<file path="config.mk">
export PLATFORM = sky130hd
export DESIGN_NAME = usbhc_ctrl
export DESIGN_NICKNAME = d
export VERILOG_FILES = /design/src/usbhc_fifo.v /design/src/usbhc_ctrl.v
export VERILOG_INCLUDE_DIRS = /design/src /design/src/src
export SDC_FILE = /design/constraint.sdc
export NUM_CORES = 1
export LEC_CHECK = 0
export BUFFER_PORTS_ARGS = -buffer_cell sky130_fd_sc_hd__buf_2
export CELL_PAD_IN_SITES_DETAIL_PLACEMENT = 1
export CELL_PAD_IN_SITES_GLOBAL_PLACEMENT = 1
export CORE_MARGIN = 10
export CORE_UTILIZATION = 38
export CTS_BUF_LIST = sky130_fd_sc_hd__clkbuf_2
export CTS_CLUSTER_DIAMETER = 40
export CTS_CLUSTER_SIZE = 12
export DETAILED_ROUTE_END_ITERATION = 12
export GPL_ROUTABILITY_DRIVEN = 0
export HOLD_SLACK_MARGIN = 0.08
export PLACE_DENSITY_LB_ADDON = 0.1
export REMOVE_ABC_BUFFERS = 1
export SYNTH_ARGS = -nofsm -noshare
export SYNTH_HDL_FRONTEND = slang
export SYNTH_SLANG_ARGS = --single-unit
</file>
<file path="constraint.sdc">
create_clock -name sys_clk -period 15.28 [get_ports sys_clk]
set_input_delay 3.056 -clock sys_clk [delete_from_list [all_inputs] [get_ports sys_clk]]
set_output_delay 3.056 -clock sys_clk [all_outputs]
set_load 0.05 [all_outputs]
</file>
<file path="src/usbhc_defs.vh">
`ifndef USBHC_DEFS_VH
`define USBHC_DEFS_VH

// ----------------------------------------------------------------
// clock and bus timing
// ----------------------------------------------------------------
`define USBHC_CLK_MHZ      50
`define USBHC_STB_NS       80
`define USBHC_REC_NS       40
`define USBHC_NS_PER_US    1000

// ----------------------------------------------------------------
// command codes with special handling
// ----------------------------------------------------------------
`define USBHC_C_WR_CTLOUT  8'h00
`define USBHC_C_RD_CTLIN   8'h11
`define USBHC_C_VAL_CTLOUT 8'h60
`define USBHC_C_CLR_CTLIN  8'h71
`define USBHC_C_WR_CTLIN   8'h01
`define USBHC_C_RD_CTLOUT  8'h10
`define USBHC_C_UNST_OUT   8'h80
`define USBHC_C_UNST_IN    8'h81
`define USBHC_EP_CTLOUT    4'h0
`define USBHC_EP_CTLIN     4'h1

// ----------------------------------------------------------------
// code groups (upper nibble)
// ----------------------------------------------------------------
`define USBHC_G_BUFW       4'h0
`define USBHC_G_BUFR       4'h1
`define USBHC_G_WCFG       4'h2
`define USBHC_G_RCFG       4'h3
`define USBHC_G_STALL      4'h4
`define USBHC_G_STAT       4'h5
`define USBHC_G_VALID      4'h6
`define USBHC_G_CLEAR      4'h7

// ----------------------------------------------------------------
// transaction classes
// ----------------------------------------------------------------
`define USBHC_K_ILL        3'h0
`define USBHC_K_NODATA     3'h1
`define USBHC_K_W1         3'h2
`define USBHC_K_R1         3'h3
`define USBHC_K_BUFW       3'h4
`define USBHC_K_BUFR       3'h5
`define USBHC_K_GEN        3'h6

// ----------------------------------------------------------------
// packet limits and fifo
// ----------------------------------------------------------------
`define USBHC_MAX_CTL      16'd64
`define USBHC_MAX_BULK     16'd64
`define USBHC_MAX_ISO      16'd1023
`define USBHC_ONE_BYTE     16'd1
`define USBHC_FIFO_W       16
`define USBHC_FIFO_D       16
`define USBHC_FIFO_AW      4

`endif

</file>
<file path="src/usbhc_fifo.v">
`timescale 1ns/1ps
`include "usbhc_defs.vh"

// ----------------------------------------------------------------
// write-data fifo, flip-flop storage
// ----------------------------------------------------------------
module usbhc_fifo
#(
  parameter W  = `USBHC_FIFO_W,
  parameter D  = `USBHC_FIFO_D,
  parameter AW = `USBHC_FIFO_AW
)
(
  input  wire         clk,        // system clock
  input  wire         rst_n,      // synchronised reset, active low
  input  wire         in_valid,   // source offers a word
  output reg          in_ready,   // room for a word
  input  wire [W-1:0] in_data,    // word in
  output wire         out_valid,  // word available
  input  wire         out_ready,  // sink takes the word
  output wire [W-1:0] out_data    // oldest word
);

  reg [W-1:0]  mem_r [0:D-1];
  reg [AW-1:0] wp_r;
  reg [AW-1:0] rp_r;
  reg [AW:0]   cnt_r;
  wire         push;
  wire         pop;
  wire [AW:0]  cnt_nxt;

  // handshakes and occupancy
  assign push      = in_valid & in_ready;
  assign pop       = out_valid & out_ready;
  assign out_valid = (cnt_r != {(AW+1){1'b0}});
  assign out_data  = mem_r[rp_r];
  assign cnt_nxt   = cnt_r + {{AW{1'b0}}, push} - {{AW{1'b0}}, pop};

  // pointers, count and registered ready
  always @(posedge clk or negedge rst_n)
  begin
    if (!rst_n)
    begin
      wp_r     <= {AW{1'b0}};
      rp_r     <= {AW{1'b0}};
      cnt_r    <= {(AW+1){1'b0}};
      in_ready <= 1'b0;
    end
    else
    begin
      if (push)
        wp_r <= wp_r + {{(AW-1){1'b0}}, 1'b1};
      if (pop)
        rp_r <= rp_r + {{(AW-1){1'b0}}, 1'b1};
      cnt_r    <= cnt_nxt;
      in_ready <= (cnt_nxt < D[AW:0]);
    end
  end

  // storage write
  always @(posedge clk)
  begin
    if (push)
      mem_r[wp_r] <= in_data;
  end

endmodule // usbhc_fifo

</file>
<file path="src/usbhc_ctrl.v">
`timescale 1ns/1ps
`include "usbhc_defs.vh"

module usbhc_ctrl
(
  input  wire        sys_clk,    // 50 MHz clock
  input  wire        nrst,       // async reset, active low
  input  wire        bus16,      // 1: 16-bit bus, 0: 8-bit bus
  input  wire        cmd_valid,  // command request
  output reg         cmd_ready,  // controller idle
  input  wire [7:0]  cmd_code,   // command code
  input  wire        cmd_rd,     // generic codes: 1 read
  input  wire [15:0] cmd_len,    // byte count N
  input  wire        cmd_iso,    // endpoint is isochronous
  output reg         cmd_done,   // pulse, transaction over
  output reg         cmd_err,    // pulse, command refused
  input  wire        wr_valid,   // write word offered
  output wire        wr_ready,   // fifo has room
  input  wire [15:0] wr_data,    // write word
  output reg         rd_valid,   // pulse, read word valid
  output reg  [15:0] rd_data,    // read word
  output reg         rd_last,    // with rd_valid: final word
  output reg  [15:0] rd_len,     // packet length from buffer
  output reg         cs_n,       // chip select, active low
  output reg         rd_n,       // read strobe, active low
  output reg         wr_n,       // write strobe, active low
  output reg         cmd_sel,    // command/data select
  output reg  [15:0] d_out,      // data pins out
  output reg         d_oe,       // data pins driven
  input  wire [15:0] d_in        // data pins in
);

  // ----------------------------------------------------------------
  // constants
  // ----------------------------------------------------------------
  localparam integer STB_I = (`USBHC_STB_NS * `USBHC_CLK_MHZ
                             + `USBHC_NS_PER_US - 1) / `USBHC_NS_PER_US;
  localparam integer REC_I = (`USBHC_REC_NS * `USBHC_CLK_MHZ
                             + `USBHC_NS_PER_US - 1) / `USBHC_NS_PER_US;
  localparam [7:0] STB_CYC = STB_I[7:0];
  localparam [7:0] REC_CYC = REC_I[7:0];

  localparam [2:0] ST_IDLE = 3'h0;
  localparam [2:0] ST_LOAD = 3'h1;
  localparam [2:0] ST_STB  = 3'h2;
  localparam [2:0] ST_REC  = 3'h3;
  localparam [2:0] ST_FIN  = 3'h4;

  localparam [1:0] PH_CMD  = 2'h0;
  localparam [1:0] PH_LEN  = 2'h1;
  localparam [1:0] PH_DATA = 2'h2;

  // ----------------------------------------------------------------
  // functions
  // ----------------------------------------------------------------
  // accesses needed for n bytes
  function [15:0] beats_of;
    input [15:0] n;
    input        w16;
    reg   [16:0] sum;
    begin
      sum = {1'b0, n} + 17'd1;
      if (w16)
        beats_of = sum[16:1];
      else
        beats_of = n;
    end
  endfunction

  // transaction class of a code
  function [2:0] cls_of;
    input [7:0] c;
    begin
      if (c == `USBHC_C_WR_CTLOUT || c == `USBHC_C_RD_CTLIN ||
          c == `USBHC_C_VAL_CTLOUT || c == `USBHC_C_CLR_CTLIN)
        cls_of = `USBHC_K_ILL;
      else
        case (c[7:4])
          `USBHC_G_BUFW:  cls_of = `USBHC_K_BUFW;
          `USBHC_G_BUFR:  cls_of = `USBHC_K_BUFR;
          `USBHC_G_WCFG:  cls_of = `USBHC_K_W1;
          `USBHC_G_RCFG:  cls_of = `USBHC_K_R1;
          `USBHC_G_STALL: cls_of = `USBHC_K_NODATA;
          `USBHC_G_STAT:  cls_of = `USBHC_K_R1;
          `USBHC_G_VALID: cls_of = `USBHC_K_NODATA;
          `USBHC_G_CLEAR: cls_of = `USBHC_K_NODATA;
          default:
          begin
            if (c == `USBHC_C_UNST_OUT || c == `USBHC_C_UNST_IN)
              cls_of = `USBHC_K_NODATA;
            else
              cls_of = `USBHC_K_GEN;
          end
        endcase
    end
  endfunction

  // ----------------------------------------------------------------
  // reset and pin synchronisers
  // ----------------------------------------------------------------
  reg        rst_m_r;
  reg        rst_s_r;
  reg [15:0] din_m_r;
  reg [15:0] din_s_r;
  wire       rst_n;

  assign rst_n = rst_s_r;

  // reset release through two flops
  always @(posedge sys_clk or negedge nrst)
  begin
    if (!nrst)
    begin
      rst_m_r <= 1'b0;
      rst_s_r <= 1'b0;
    end
    else
    begin
      rst_m_r <= 1'b1;
      rst_s_r <= rst_m_r;
    end
  end

  // data pins into the clock domain
  always @(posedge sys_clk or negedge rst_n)
  begin
    if (!rst_n)
    begin
      din_m_r <= 16'h0000;
      din_s_r <= 16'h0000;
    end
    else
    begin
      din_m_r <= d_in;
      din_s_r <= din_m_r;
    end
  end

  // ----------------------------------------------------------------
  // write data fifo
  // ----------------------------------------------------------------
  reg         pop_r;
  wire        fifo_valid;
  wire [15:0] fifo_data;

  usbhc_fifo #(
    .W  (`USBHC_FIFO_W),
    .D  (`USBHC_FIFO_D),
    .AW (`USBHC_FIFO_AW)
  ) u_fifo (
    .clk       (sys_clk),
    .rst_n     (rst_n),
    .in_valid  (wr_valid),
    .in_ready  (wr_ready),
    .in_data   (wr_data),
    .out_valid (fifo_valid),
    .out_ready (pop_r),
    .out_data  (fifo_data)
  );

  // ----------------------------------------------------------------
  // request check
  // ----------------------------------------------------------------
  wire [2:0]  req_cls;
  wire [15:0] req_max;
  wire        req_bad;
  wire        is_ctl;

  // buffer size limit by endpoint kind
  assign req_cls = cls_of(cmd_code);
  assign is_ctl  = (cmd_code[3:0] == `USBHC_EP_CTLIN) ||
                   (cmd_code[3:0] == `USBHC_EP_CTLOUT);
  assign req_max = is_ctl ? `USBHC_MAX_CTL :
                   (cmd_iso ? `USBHC_MAX_ISO : `USBHC_MAX_BULK);
  assign req_bad = (req_cls == `USBHC_K_ILL) ||
                   (req_cls == `USBHC_K_BUFW && cmd_len > req_max);

  // ----------------------------------------------------------------
  // access sequencer
  // ----------------------------------------------------------------
  reg [2:0]  st_r;
  reg [1:0]  ph_r;
  reg [2:0]  cls_r;
  reg [7:0]  code_r;
  reg        w16_r;
  reg        rdir_r;
  reg        lidx_r;
  reg [15:0] n_r;
  reg [15:0] beats_r;
  reg [7:0]  cnt_r;
  wire       last_w;

  assign last_w = (beats_r == 16'd1);

  // bus cycles for command, length and data phases
  always @(posedge sys_clk or negedge rst_n)
  begin
    if (!rst_n)
    begin
      st_r      <= ST_IDLE;
      ph_r      <= PH_CMD;
      cls_r     <= `USBHC_K_ILL;
      code_r    <= 8'h00;
      w16_r     <= 1'b0;
      rdir_r    <= 1'b0;
      lidx_r    <= 1'b0;
      n_r       <= 16'h0000;
      beats_r   <= 16'h0000;
      cnt_r     <= 8'h00;
      pop_r     <= 1'b0;
      cmd_ready <= 1'b0;
      cmd_done  <= 1'b0;
      cmd_err   <= 1'b0;
      rd_valid  <= 1'b0;
      rd_data   <= 16'h0000;
      rd_last   <= 1'b0;
      rd_len    <= 16'h0000;
      cs_n      <= 1'b1;
      rd_n      <= 1'b1;
      wr_n      <= 1'b1;
      cmd_sel   <= 1'b0;
      d_out     <= 16'h0000;
      d_oe      <= 1'b0;
    end
    else
    begin
      pop_r    <= 1'b0;
      cmd_done <= 1'b0;
      cmd_err  <= 1'b0;
      rd_valid <= 1'b0;
      rd_last  <= 1'b0;
      case (st_r)
        ST_IDLE:
        begin
          cmd_ready <= 1'b1;
          if (cmd_valid && cmd_ready)
          begin
            cmd_ready <= 1'b0;
            if (req_bad)
              cmd_err <= 1'b1;
            else
            begin
              code_r <= cmd_code;
              cls_r  <= req_cls;
              w16_r  <= bus16;
              rdir_r <= (req_cls == `USBHC_K_R1) ||
                        (req_cls == `USBHC_K_BUFR) ||
                        (req_cls == `USBHC_K_GEN && cmd_rd);
              n_r    <= (req_cls == `USBHC_K_W1 || req_cls == `USBHC_K_R1)
                        ? `USBHC_ONE_BYTE : cmd_len;
              ph_r   <= PH_CMD;
              st_r   <= ST_LOAD;
            end
          end
        end
        ST_LOAD:
        begin
          cnt_r <= STB_CYC - 8'd1;
          if (ph_r == PH_CMD)
          begin
            // command byte, upper lane zero
            cmd_sel <= 1'b1;
            d_out   <= {8'h00, code_r};
            d_oe    <= 1'b1;
            cs_n    <= 1'b0;
            wr_n    <= 1'b0;
            st_r    <= ST_STB;
          end
          else if (rdir_r)
          begin
            cmd_sel <= 1'b0;
            d_oe    <= 1'b0;
            cs_n    <= 1'b0;
            rd_n    <= 1'b0;
            st_r    <= ST_STB;
          end
          else if (ph_r == PH_LEN)
          begin
            // length word, or low then high byte
            cmd_sel <= 1'b0;
            d_out   <= w16_r ? n_r :
                       {8'h00, (lidx_r ? n_r[15:8] : n_r[7:0])};
            d_oe    <= 1'b1;
            cs_n    <= 1'b0;
            wr_n    <= 1'b0;
            st_r    <= ST_STB;
          end
          else if (fifo_valid)
          begin
            // data word from fifo, stall while empty
            cmd_sel <= 1'b0;
            d_out   <= w16_r ? fifo_data : {8'h00, fifo_data[7:0]};
            d_oe    <= 1'b1;
            cs_n    <= 1'b0;
            wr_n    <= 1'b0;
            pop_r   <= 1'b1;
            st_r    <= ST_STB;
          end
        end
        ST_STB:
        begin
          if (cnt_r != 8'h00)
            cnt_r <= cnt_r - 8'd1;
          else
          begin
            cs_n  <= 1'b1;
            rd_n  <= 1'b1;
            wr_n  <= 1'b1;
            cnt_r <= REC_CYC - 8'd1;
            st_r  <= ST_REC;
            if (rdir_r && ph_r == PH_LEN)
            begin
              // capture packet length, low part first
              if (w16_r)
                n_r <= din_s_r;
              else if (!lidx_r)
                n_r <= {8'h00, din_s_r[7:0]};
              else
                n_r <= {din_s_r[7:0], n_r[7:0]};
            end
            if (rdir_r && ph_r == PH_DATA)
            begin
              rd_valid <= 1'b1;
              rd_last  <= last_w;
              if (!w16_r || cls_r == `USBHC_K_R1 ||
                  (last_w && n_r[0]))
                rd_data <= {8'h00, din_s_r[7:0]};
              else
                rd_data <= din_s_r;
            end
          end
        end
        ST_REC:
        begin
          d_oe <= 1'b0;
          if (cnt_r != 8'h00)
            cnt_r <= cnt_r - 8'd1;
          else if (ph_r == PH_CMD)
          begin
            lidx_r  <= 1'b0;
            beats_r <= beats_of(n_r, w16_r);
            if (cls_r == `USBHC_K_BUFW || cls_r == `USBHC_K_BUFR)
            begin
              ph_r <= PH_LEN;
              st_r <= ST_LOAD;
            end
            else if (cls_r == `USBHC_K_NODATA ||
                     beats_of(n_r, w16_r) == 16'h0000)
              st_r <= ST_FIN;
            else
            begin
              ph_r <= PH_DATA;
              st_r <= ST_LOAD;
            end
          end
          else if (ph_r == PH_LEN)
          begin
            if (!w16_r && !lidx_r)
            begin
              lidx_r <= 1'b1;
              st_r   <= ST_LOAD;
            end
            else
            begin
              rd_len  <= n_r;
              beats_r <= beats_of(n_r, w16_r);
              if (n_r == 16'h0000)
                st_r <= ST_FIN;
              else
              begin
                ph_r <= PH_DATA;
                st_r <= ST_LOAD;
              end
            end
          end
          else
          begin
            beats_r <= beats_r - 16'd1;
            st_r    <= last_w ? ST_FIN : ST_LOAD;
          end
        end
        ST_FIN:
        begin
          cmd_done <= 1'b1;
          cmd_sel  <= 1'b0;
          st_r     <= ST_IDLE;
        end
        default:
          st_r <= ST_IDLE;
      endcase
    end
  end

endmodule // usbhc_ctrl

</file>
==> results of run 1 <==
==> stage by stage <==
stage / area, µm² / utilization [%] / hold slack [ns] / instances / worst slack, ns
CTS: 20300 / 43.5 / 0.260 / 2051 / 10.06
global placement: 19400 / 41.5 / 0.319 / 1921 / 8.95
global route: 20300 / 43.5 / 0.307 / 2058 / 9.88
finish: 20300 / 43.5 / 0.284 / 2059 / 9.94
detailed placement: 19400 / 41.5 / 0.313 / 1921 / 8.90
floorplan: 17700 / - / 0.331 / 1166 / 9.39
==> final cells by class <==
| type | instances | area, µm² | share of cell area (%) |
|---|---|---|---|
| sequential | 422 | 11900 | 58.4 |
| multi-input combinational | 712 | 5810 | 28.6 |
| timing repair buffer | 148 | 808 | 3.98 |
| tap | 607 | 759 | 3.74 |
| clock inverter | 52 | 533 | 2.63 |
| clock buffer | 78 | 390 | 1.92 |
| inverter | 32 | 120 | 0.592 |
| antenna | 8 | 20.0 | 0.0986 |
==> cells by family (layout without fill, tap and decap cells) <==
kind of cell | after synthesis | count (layout) | synth area share [%]
compound gates | 224 | 224 | 7.80
xor+xnor | 16 | 16 | 0.779
fa+ha+maj | 27 | 27 | 1.92
buf+inv | 105 | 310 | 2.23
flops | 422 | 422 | 65.8
mux | 135 | 135 | 13.3
other cells | 1 | 9 | 0.0208
simple gates | 309 | 309 | 8.13
==> synthesized netlist by cell type, types with 3 or more instances <==
cell and count:
mux2i_1 23, nor4_1 14, nor3b_1 3, o21a_1 8, xnor2_1 10, xor2_1 6, mux2_2 30, a211oi_1 12
nand3_1 26, or3_1 11, nand2_1 105, or4_1 6, o31a_1 3, a32o_1 3, a22oi_1 11, dfrtp_1 163
a21o_1 5, buf_2 6, o21ai_0 63, nor3_1 25, buf_1 12, clkbuf_1 55, nand4_1 14, ha_1 26
and2_1 3, edfxtp_1 256, inv_1 31, nor2b_1 7, a22o_1 13, nor2_1 71, a21oi_1 61, a31oi_1 3
nand2b_1 11, mux4_2 80, o22ai_1 16, dfstp_2 3
==> worst max-delay path, delay by kind of cell <==
| kind | cells | cell delay (ns) |
|---|---|---|
| and+or+nand+nor | 5 | 1.54 |
| AOI/OAI and AO/OA | 4 | 0.99 |
| muxes | 1 | 0.36 |
| adders and majority gates | 1 | 0.21 |
| buffers and inverters | 1 | 0.11 |
==> flip-flops by register name (all words and copies together) (netlist names), 2 cells and up <==
name / cells
st_r: 3
u_fifo.cnt_r: 5
cls_r: 3
cnt_r: 8
ph_r: 2
d_out: 16
rd_data: 16
u_fifo.mem_r: 256
code_r: 8
n_r: 16
rd_len: 16
u_fifo.wp_r: 4
din_m_r: 16
u_fifo.rp_r: 4
din_s_r: 16
beats_r: 16
==> metal layers <==
layer | track usage [%] | part of all wire [%]
met1 | 22.0 | 43
met4 | 5.36 | 2.0
met5 | 0 | 0.068
met2 | 30.9 | 51
met3 | 3.96 | 3.9
==> worst max-delay path by stage <==
stage	slack [ns]	depth (start not counted)	to	from
3_3_place_gp	8.95	12	n_r[10]	cmd_code[1]
3_5_place_dp	8.90	12	ph_r[1]	cmd_code[1]
5_1_grt	9.88	12	ph_r[1]	cmd_code[1]
4_1_cts	10.06	12	ph_r[1]	cmd_code[1]
2_1_floorplan	9.39	11	ph_r[1]	cmd_code[1]
6_report	9.94	12	ph_r[1]	cmd_code[1]
==> power by group <==
group	total [mW]	switching (mW)	internal, mW
logic	1.11	0.646	0.463
clock network	0.785	0.476	0.309
registers	1.53	0.175	1.35
==> placed cells by master, fill, tap and decap left out, types with 21 or more instances in the layout <==
cell / instances
edfxtp_1: 256
dfrtp_1: 159
buf_2: 121
nand2_1: 105
mux4_2: 80
clkbuf_2: 78
o21ai_0: 63
a21oi_1: 61
nor2_1: 59
inv_1: 31
mux2_2: 30
buf_4: 27
nand3_1: 26
ha_1: 26
mux2i_1: 23
nor3_1: 21
==> results.py, run 1 <==
metrics = {
    "status": {
        "outcome": "finished clean",
    },
    "setup_path": {
        "setup.worst_path.start_class": "input port",
        "worst-path-max-fanout": 9,
        "reg2reg_depth": 8,
        "reg2reg_from": "st_r[0]",
        "path_cells": "buf_2, or3_1, nand2_1, ha_1, nand2_1, or3_1, o22ai_1, a21oi_1, o31a_1, or2_1, a221oi_2, mux2_1",
        "slowest_delay_ns": 0.43,
        "cp.required_ns": 16.21,
        "worstSetupPathType": "input port to flip-flop",
        "critPathSlowestCell": "or3_1",
        "ff2ff_setup_slack_ns": 11.51,
        "r2r_end": "rd_data[12]",
        "cp-end-kind": "flip-flop",
        "arrival_ns": 6.27,
    },
    "power_and_ir_drop": {
        "power_mw": 3.42,
        "p_leak_nw": 7.86,
        "powerDensity_mw_per_mm2": 169,
        "ir_drop_uv": 78.4,
    },
    "synthesis": {
        "ys_ff_latch": 422,
        "async_flop_share_pct": 39.3,
        "ys_types": 68,
        "synthesis.instances": 1239,
        "ys.flop_type": "edfxtp_1",
        "synth_edf_count": 256,
        "ys_seq_area_share_pct": 65.8,
        "yosys.area.top_type": "edfxtp_1",
        "ys_top_cells_by_area": "edfxtp_1, dfrtp_1, mux4_2",
        "synthesis.area_mm2": 0.0180,
        "synth_warnings": 0,
        "syn-mean-instance-area_um2": 14.5,
        "yosysTopAreaCellShare_pct": 42.7,
    },
    "cts": {
        "root_buffer": "clkbuf_2",
        "cts_resized": 0,
        "hold_buffers": 0,
        "post_cts_buffers": 0,
        "insertion_delay_ns": 1.08,
        "path_clk_slew_ns": 0.17,
        "h-tree-depth": 3,
        "cts_buffer_depth": 3,
        "cts_sinks": 422,
        "cts_buffers": 72,
        "cts_tree": "built",
    },
    "die": {
        "rows": 79,
        "core_mm2": 0.0467,
        "start_util_pct": 38.6,
        "die_w_um": 238,
        "boundaryPins": 122,
        "dieArea_mm2": 0.0565,
        "die_h_um": 238,
    },
    "global_route": {
        "grt.total_usage_pct": 17.9,
        "grt_overflow_total": 0,
        "grt_max_degree": 72,
        "grt_pass1_wl_mm": 76.0,
        "antenna_found_initial": 6,
        "grt_pass1_vias": 11785,
    },
    "timing": {
        "rsz0062_at_grt": "no",
        "timing.fmax_ghz": 0.187,
        "max_slew_margin_pct": 18.1,
        "finalHoldViolations": 0,
        "setup_tns_ns": 0,
        "worst_pin_slew_ns": 1.23,
        "fin_crit_sh_pct": 34.9,
        "maxSlewViolCount": 0,
        "fin_crit_ns": 5.34,
        "setup_viol": 0,
        "fin_worst_skew_ns": 0.0651,
    },
    "detailed_routing": {
        "ant_nets": 0,
        "num_vias": 11149,
        "firstDrtPassIters": 5,
        "drc": 0,
        "first_iter_violations": 727,
        "wirelength_mm": 50.3,
        "wire_per_inst_um": 24.4,
        "viasPerCell": 5.41,
    },
    "placed_design": {
        "hpwl_mm": 33.3,
        "portBuffers": 121,
    },
    "cells_and_area": {
        "nNetsFinal": 1478,
        "layout-drive-gt1-share_pct": 28.5,
        "fillers": 4803,
        "area_delta_synth_final_pct": 12.8,
    },
    "min_path": {
        "min_path_type": "flip-flop to asynchronous set/reset pin",
    },
    "flow_run": {
        "drv_cap": 0,
    },
}
Power figures use the tool's default switching activity.
==> run 2, diff against run 1 <==
- ABC_AREA: default -> 1
- clock period: 15.28 -> 4.85 ns (I/O delays scaled with it)
==> run 2 against run 1 <==
- clock-buffer cell count down 2
- largest power group is now combinational logic
- wire length is 15% higher
- sequential share of layout area fell by 2.2 points
- hold slack worse by 0.087 ns
- via count is 25% higher
- highest routed layer is now met4
==> results.py, run 2 <==
metrics = {
    "status": {
        "outcome": "finished clean",
    },
    "detailed_routing": {
        "ant_nets": 0,
        "num_vias": 13946,
        "wire_per_inst_um": 22.5,
        "firstDrtPassIters": 5,
        "wirelength_mm": 57.8,
        "drc": 0,
        "first_iter_violations": 1016,
        "viasPerCell": 5.42,
    },
    "cells_and_area": {
        "final_cell_mix": "edfxtp_1, nand2_1, nor2_1",
        "seq_area_mm2": 0.0119,
        "nNetsFinal": 1988,
        "largest-register": "u_fifo.mem_r",
        "layoutNonFillerInstCount": 2571,
        "fillers": 5364,
        "area_delta_synth_final_pct": 13.6,
        "largest_reg_flops": 256,
        "final_common_cell": "edfxtp_1",
        "multi_input_area_mm2": 0.00584,
        "layout-drive-gt1-share_pct": 18.8,
    },
    "setup_path": {
        "path_cells": "clkinv_2, buf_4, o21ai_0, o22ai_1, o211ai_1, nand3_1, a32o_1",
        "r2r_end": "d_out[9]",
        "arrival_ns": 4.03,
        "slowest_delay_ns": 0.87,
        "ff2ff_setup_slack_ns": 1.78,
        "cp.required_ns": 5.82,
        "crit_cells": 7,
        "setup.worst_path.start_class": "flip-flop",
        "path_buf_inv": 2,
        "worst-path-max-fanout": 58,
        "worstSetupPathType": "flip-flop to flip-flop",
        "cp-end-kind": "flip-flop",
        "cp_top_family": "buffers and inverters",
        "critPathSlowestCell": "dfrtp_4",
        "cp-startpoint": "u_fifo.rp_r[0]",
        "reg2reg_depth": 7,
        "reg2reg_from": "u_fifo.rp_r[0]",
        "cp-endpoint": "d_out[9]",
    },
    "cts": {
        "cts_tree": "built",
        "path_clk_slew_ns": 0.18,
        "insertion_delay_ns": 1.09,
        "cts_buffer_depth": 3,
        "root_buffer": "clkbuf_2",
        "cts_sinks": 422,
        "hold_buffers": 20,
        "h-tree-depth": 3,
        "cts_resized": 0,
        "post_cts_buffers": 0,
        "cts_buffers": 69,
    },
    "synthesis": {
        "synthesis.instances": 1738,
        "synthTopCellsByCount": "edfxtp_1, nand2_1, nor2_1, o21ai_0, dfrtp_1",
        "synth_mux_area_share_pct": 0,
        "async_flop_share_pct": 39.3,
        "ys_seq_area_share_pct": 63.8,
        "yosys.area_share.adder_pct": 1.86,
        "synthesis.area_mm2": 0.0186,
        "ys.flop_type": "edfxtp_1",
        "synth.most_common_cell": "edfxtp_1",
        "yosysTopAreaCellShare_pct": 41.4,
        "synth_warnings": 0,
        "yosys.area_share.simple_pct": 14.9,
        "synth_top_family_by_area": "simple AND/OR/NAND/NOR gates",
        "ys_types": 55,
        "ys_top_cells_by_area": "edfxtp_1, dfrtp_1, o21ai_0",
        "yosys.area.top_type": "edfxtp_1",
        "synth_xor_area_share_pct": 0.519,
        "synth_compound_area_share_pct": 14.0,
        "syn-mean-instance-area_um2": 10.7,
        "ys_ff_latch": 422,
        "synth_edf_count": 256,
    },
    "placed_design": {
        "portBuffers": 121,
        "hpwl_mm": 38.4,
        "dp_cells": 2422,
    },
    "timing": {
        "fin_worst_skew_ns": 0.0808,
        "setup_viol": 0,
        "rsz0062_at_grt": "no",
        "max_slew_margin_pct": 24.0,
        "fin_crit_ns": 3.07,
        "finalHoldViolations": 0,
        "maxSlewViolCount": 0,
        "timing.fmax_ghz": 0.326,
        "fin_crit_sh_pct": 63.2,
        "worst_pin_slew_ns": 1.14,
        "setup_tns_ns": 0,
    },
    "global_route": {
        "grt.total_usage_pct": 20.2,
        "antenna_found_initial": 3,
        "busiest_layer": "met2",
        "grt_pass1_vias": 14638,
        "grt_max_degree": 75,
        "grt.met1_usage_pct": 28.9,
        "grt_overflow_total": 0,
        "use_met3_pct": 3.68,
        "grt_pass1_wl_mm": 88.7,
        "grtUsageMet2_pct": 30.5,
    },
    "power_and_ir_drop": {
        "p_leak_nw": 8.37,
        "combinationalPowerShare_pct": 39.5,
        "power_mw": 12.6,
        "p_sw_share_pct": 45.1,
        "pwr-share-seq_pct": 39.2,
        "power_switching_mw": 5.66,
        "ir_drop_uv": 325,
        "powerDensity_mw_per_mm2": 596,
        "intPower_mw": 6.89,
        "clkPwrFrac_pct": 21.3,
    },
    "flow_run": {
        "drv_cap": 0,
    },
    "min_path": {
        "min_path_type": "input port to flip-flop",
    },
    "die": {
        "core_mm2": 0.0480,
        "boundaryPins": 122,
        "start_util_pct": 38.6,
        "die_h_um": 241,
        "dieArea_mm2": 0.0581,
        "die_w_um": 241,
        "rows": 80,
    },
}
[run 2: cell types whose count changed after synthesis, sizes merged, moves of 66 or more]
cell / change
o21ai: +171
nor2: +169
nand2: +157
inv: +102
mux4: -80
nand3: +66
[run 2: logic make-up after synthesis]
kind of cell	count (synthesis)
xor+xnor	11
flops	422
other cells	1
fa+ha+maj	27
buf+inv	222
simple gates	632
compound gates	423
[run 2: how the worst min path moves through the flow]
stage                           endpoint   startpoint  cells after the start
after floorplan               din_s_r[0]   din_m_r[0]                      0
after global placement        din_s_r[7]   din_m_r[7]                      0
after detailed placement      din_s_r[0]   din_m_r[0]                      0
after CTS                      code_r[0]  cmd_code[0]                      3
after global routing           code_r[0]  cmd_code[0]                      3
final                     u_fifo.wp_r[0]     wr_valid                      3
[run 2: power by group through the flow]
stage	Clock [mW]	Sequential [mW]	Combinational, mW
floorplan	0	5.33	2.70
detailed placement	0	4.99	4.98
CTS	2.75	4.91	5.01
global placement	0	4.97	4.88
finish	2.68	4.92	4.96
global route	2.91	4.99	5.55
[run 2: layout make-up]
cell class / count / area share (%)
Clock inverter: 51 / 3.00
Sequential cell: 422 / 56.2
Inverter: 137 / 2.45
Multi-Input combinational cell: 1094 / 27.7
Antenna cell: 2 / 0.0237
Timing Repair Buffer: 174 / 5.12
Clock buffer: 76 / 1.80
Tap cell: 615 / 3.65
[run 2: through the flow]
step / hold slack (ns) / worst slack [ns] / util [%] / cell area (µm²)
4_1_cts: 0.0820 / 1.72 / 43.9 / 21100
5_1_grt: 0.137 / 1.51 / 43.9 / 21100
3_5_place_dp: 0.336 / 1.49 / 41.3 / 19900
3_3_place_gp: 0.332 / 1.59 / 41.3 / 19900
6_report: 0.197 / 1.78 / 43.9 / 21100
2_1_floorplan: 0.331 / -0.185 / - / 18200
[run 2: layer usage]
metal / vias up / part of all wire (%)
met3: 84 / 4.9
li1: 6493 / -
met2: 293 / 45
met5: - / 0
met4: 0 / 2.1
met1: 7076 / 48
[run 2: worst min-delay path: stages]
cell and delay (ns):
buf_2 0.09, nand2_1 0.10, xor2_1 0.07
==> run 3, diff against run 2 <==
- clock period: 4.85 -> 2.55 ns (I/O delays scaled with it)
==> run 3 against run 2 <==
- clock-buffer cell count down 5
- clock power rose by 72%
- power rose by 92%
- combinational power up 110%
- largest cell class unchanged
==> results.py, run 3 (synthesis gave the netlist of run 2 again) <==
metrics = {
    "status": {
        "outcome": "finished clean",
    },
    "power_and_ir_drop": {
        "pwr-share-seq_pct": 38.4,
        "p_sw_share_pct": 45.2,
        "intPower_mw": 13.2,
        "power_mw": 24.1,
        "combinationalPowerShare_pct": 42.5,
        "clkPwrFrac_pct": 19.1,
        "p_leak_nw": 8.86,
        "powerDensity_mw_per_mm2": 1090,
        "ir_drop_uv": 761,
        "power_switching_mw": 10.9,
    },
    "timing": {
        "worst_pin_slew_ns": 0.588,
        "fin_crit_ns": 2.47,
        "setup_viol": 0,
        "max_slew_margin_pct": 60.7,
        "fin_worst_skew_ns": 0.147,
        "worst_slack_ns": 0.0753,
        "maxSlewViolCount": 0,
        "timing.fmax_ghz": 0.404,
        "timing.hold.ws_ns": 0.118,
        "setup_tns_ns": 0,
        "finalHoldViolations": 0,
        "rsz0062_at_grt": "yes",
        "fin_crit_sh_pct": 97.0,
    },
    "setup_path": {
        "ff2ff_setup_slack_ns": 0.16,
        "cp-startpoint": "cmd_len[11]",
        "setup.worst_path.start_class": "input port",
        "cp-end-kind": "flip-flop",
        "reg2reg_from": "u_fifo.cnt_r[2]",
        "cp.required_ns": 3.52,
        "worst-path-max-fanout": 6,
        "arrival_ns": 3.44,
        "worstSetupPathType": "input port to flip-flop",
    },
    "detailed_routing": {
        "wire_per_inst_um": 22.1,
        "wirelength_mm": 59.3,
        "firstDrtPassIters": 7,
        "viasPerCell": 5.37,
        "num_vias": 14403,
        "first_iter_violations": 1080,
        "ant_nets": 0,
        "drc": 0,
    },
    "global_route": {
        "grt.total_usage_pct": 20.7,
        "antenna_found_initial": 2,
        "grt_pass1_vias": 15319,
        "grt_pass1_wl_mm": 91.5,
        "grt_max_degree": 73,
        "grt_overflow_total": 0,
    },
    "die": {
        "die_h_um": 241,
        "boundaryPins": 122,
        "rows": 80,
        "die_w_um": 241,
        "dieArea_mm2": 0.0581,
        "core_mm2": 0.0480,
        "start_util_pct": 38.6,
    },
    "placed_design": {
        "portBuffers": 121,
        "dp_worst_setup_slack_ns": -0.252,
        "hpwl_mm": 39.2,
    },
    "cells_and_area": {
        "nNetsFinal": 2100,
        "area_delta_synth_final_pct": 19.5,
        "largest-register": "u_fifo.mem_r",
        "largest_reg_flops": 256,
        "final_common_cell": "edfxtp_1",
        "layout-drive-gt1-share_pct": 21.5,
        "final_cell_mix": "edfxtp_1, nand2_1, nor2_1",
        "fillers": 5350,
    },
    "cts": {
        "cts_tree": "built",
        "cts_sinks": 422,
        "insertion_delay_ns": 1.10,
        "root_buffer": "clkbuf_2",
        "path_clk_slew_ns": 0.16,
        "cts_buffer_depth": 3,
        "h-tree-depth": 3,
        "cts_buffers": 67,
    },
    "min_path": {
        "min_path_type": "flip-flop to asynchronous set/reset pin",
    },
    "flow_run": {
        "drv_cap": 0,
    },
}
## run 3: cell count changes in the layout (fill, tap and decap cells not counted), sizes merged
cell and delta:
buf +51, inv +5, dlygate4sd3 +63, clkinvlp -2, clkbuf -5, bufinv -4
clkinv +1
## run 3: cell type report
cell class              instances  area, µm²  area share [%]
inverters                     137        515            2.33
well taps                     615        769            3.47
diodes                          2       5.00          0.0226
flip-flops and latches        422      11900            53.5
clock buffers                  71        355            1.60
repair buffers                288       2180            9.83
clock inverters                51        534            2.41
multi-input cells            1094       5950            26.8
## run 3: power groups by stage
stage	clock [mW]	combinational, mW	sequential [mW]
2_1_floorplan	0	5.14	10.1
3_3_place_gp	0	9.82	9.35
3_5_place_dp	0	10.0	9.38
4_1_cts	4.81	10.2	9.23
5_1_grt	5.13	11.4	9.39
6_report	4.62	10.3	9.26
## run 3: path summary, 6_finish.rpt
| path | endpoint | cells past startpoint |
|---|---|---|
| min | ph_r[1] | 0 |
| min in group sys_clk | u_fifo.wp_r[0] | 4 |
| max in group asynchronous | n_r[11] | 1 |
| min reg2reg | ph_r[1] | 0 |
| max | rdir_r | 15 |
| max reg2reg | u_fifo.cnt_r[4] | 14 |
## run 3: repair_timing
| item | 4_1_cts | 5_1_grt |
|---|---|---|
| hold buffers | 83 | 0 |
| setup buffers | 2 | 4 |
| endpoints found under the setup margin | 2 | 16 |
| pin swaps | 1 | 13 |
| hold endpoints to repair | 313 | 0 |
| resized for setup | 1 | 36 |
## run 3: layer usage
metal | up-vias | share of wire, % | track usage, % | wire length (µm)
li1 | 6700 | - | - | -
met3 | 62 | 5.2 | 3.62 | 3100
met5 | - | 0 | 0 | 0
met1 | 7315 | 48 | 29.6 | 28300
met4 | 0 | 1.5 | 5.39 | 879
met2 | 326 | 46 | 31.9 | 27000
## run 3: critical path: stages
cell and delay [ns]:
dlygate4sd3_1 0.55, buf_2 0.15, nor2_1 0.16, dlygate4sd3_1 0.57
nand3_1 0.06, nor2_1 0.12, inv_1 0.05, o21ai_1 0.15
nand3_2 0.11, nand2_4 0.14, nor2_8 0.05, buf_4 0.15
nand2_1 0.05, dlygate4sd3_1 0.54, o21ai_0 0.08
## run 3: per-stage QoR
| step | instance area [µm²] | std cells | utilization (%) |
|---|---|---|---|
| global route | 22200 | 2680 | 46.1 |
| finish | 22200 | 2680 | 46.1 |
| detailed placement | 20300 | 2467 | 42.2 |
| global placement | 20300 | 2467 | 42.2 |
| CTS | 22000 | 2674 | 45.8 |
| floorplan | 18200 | 1653 | - |
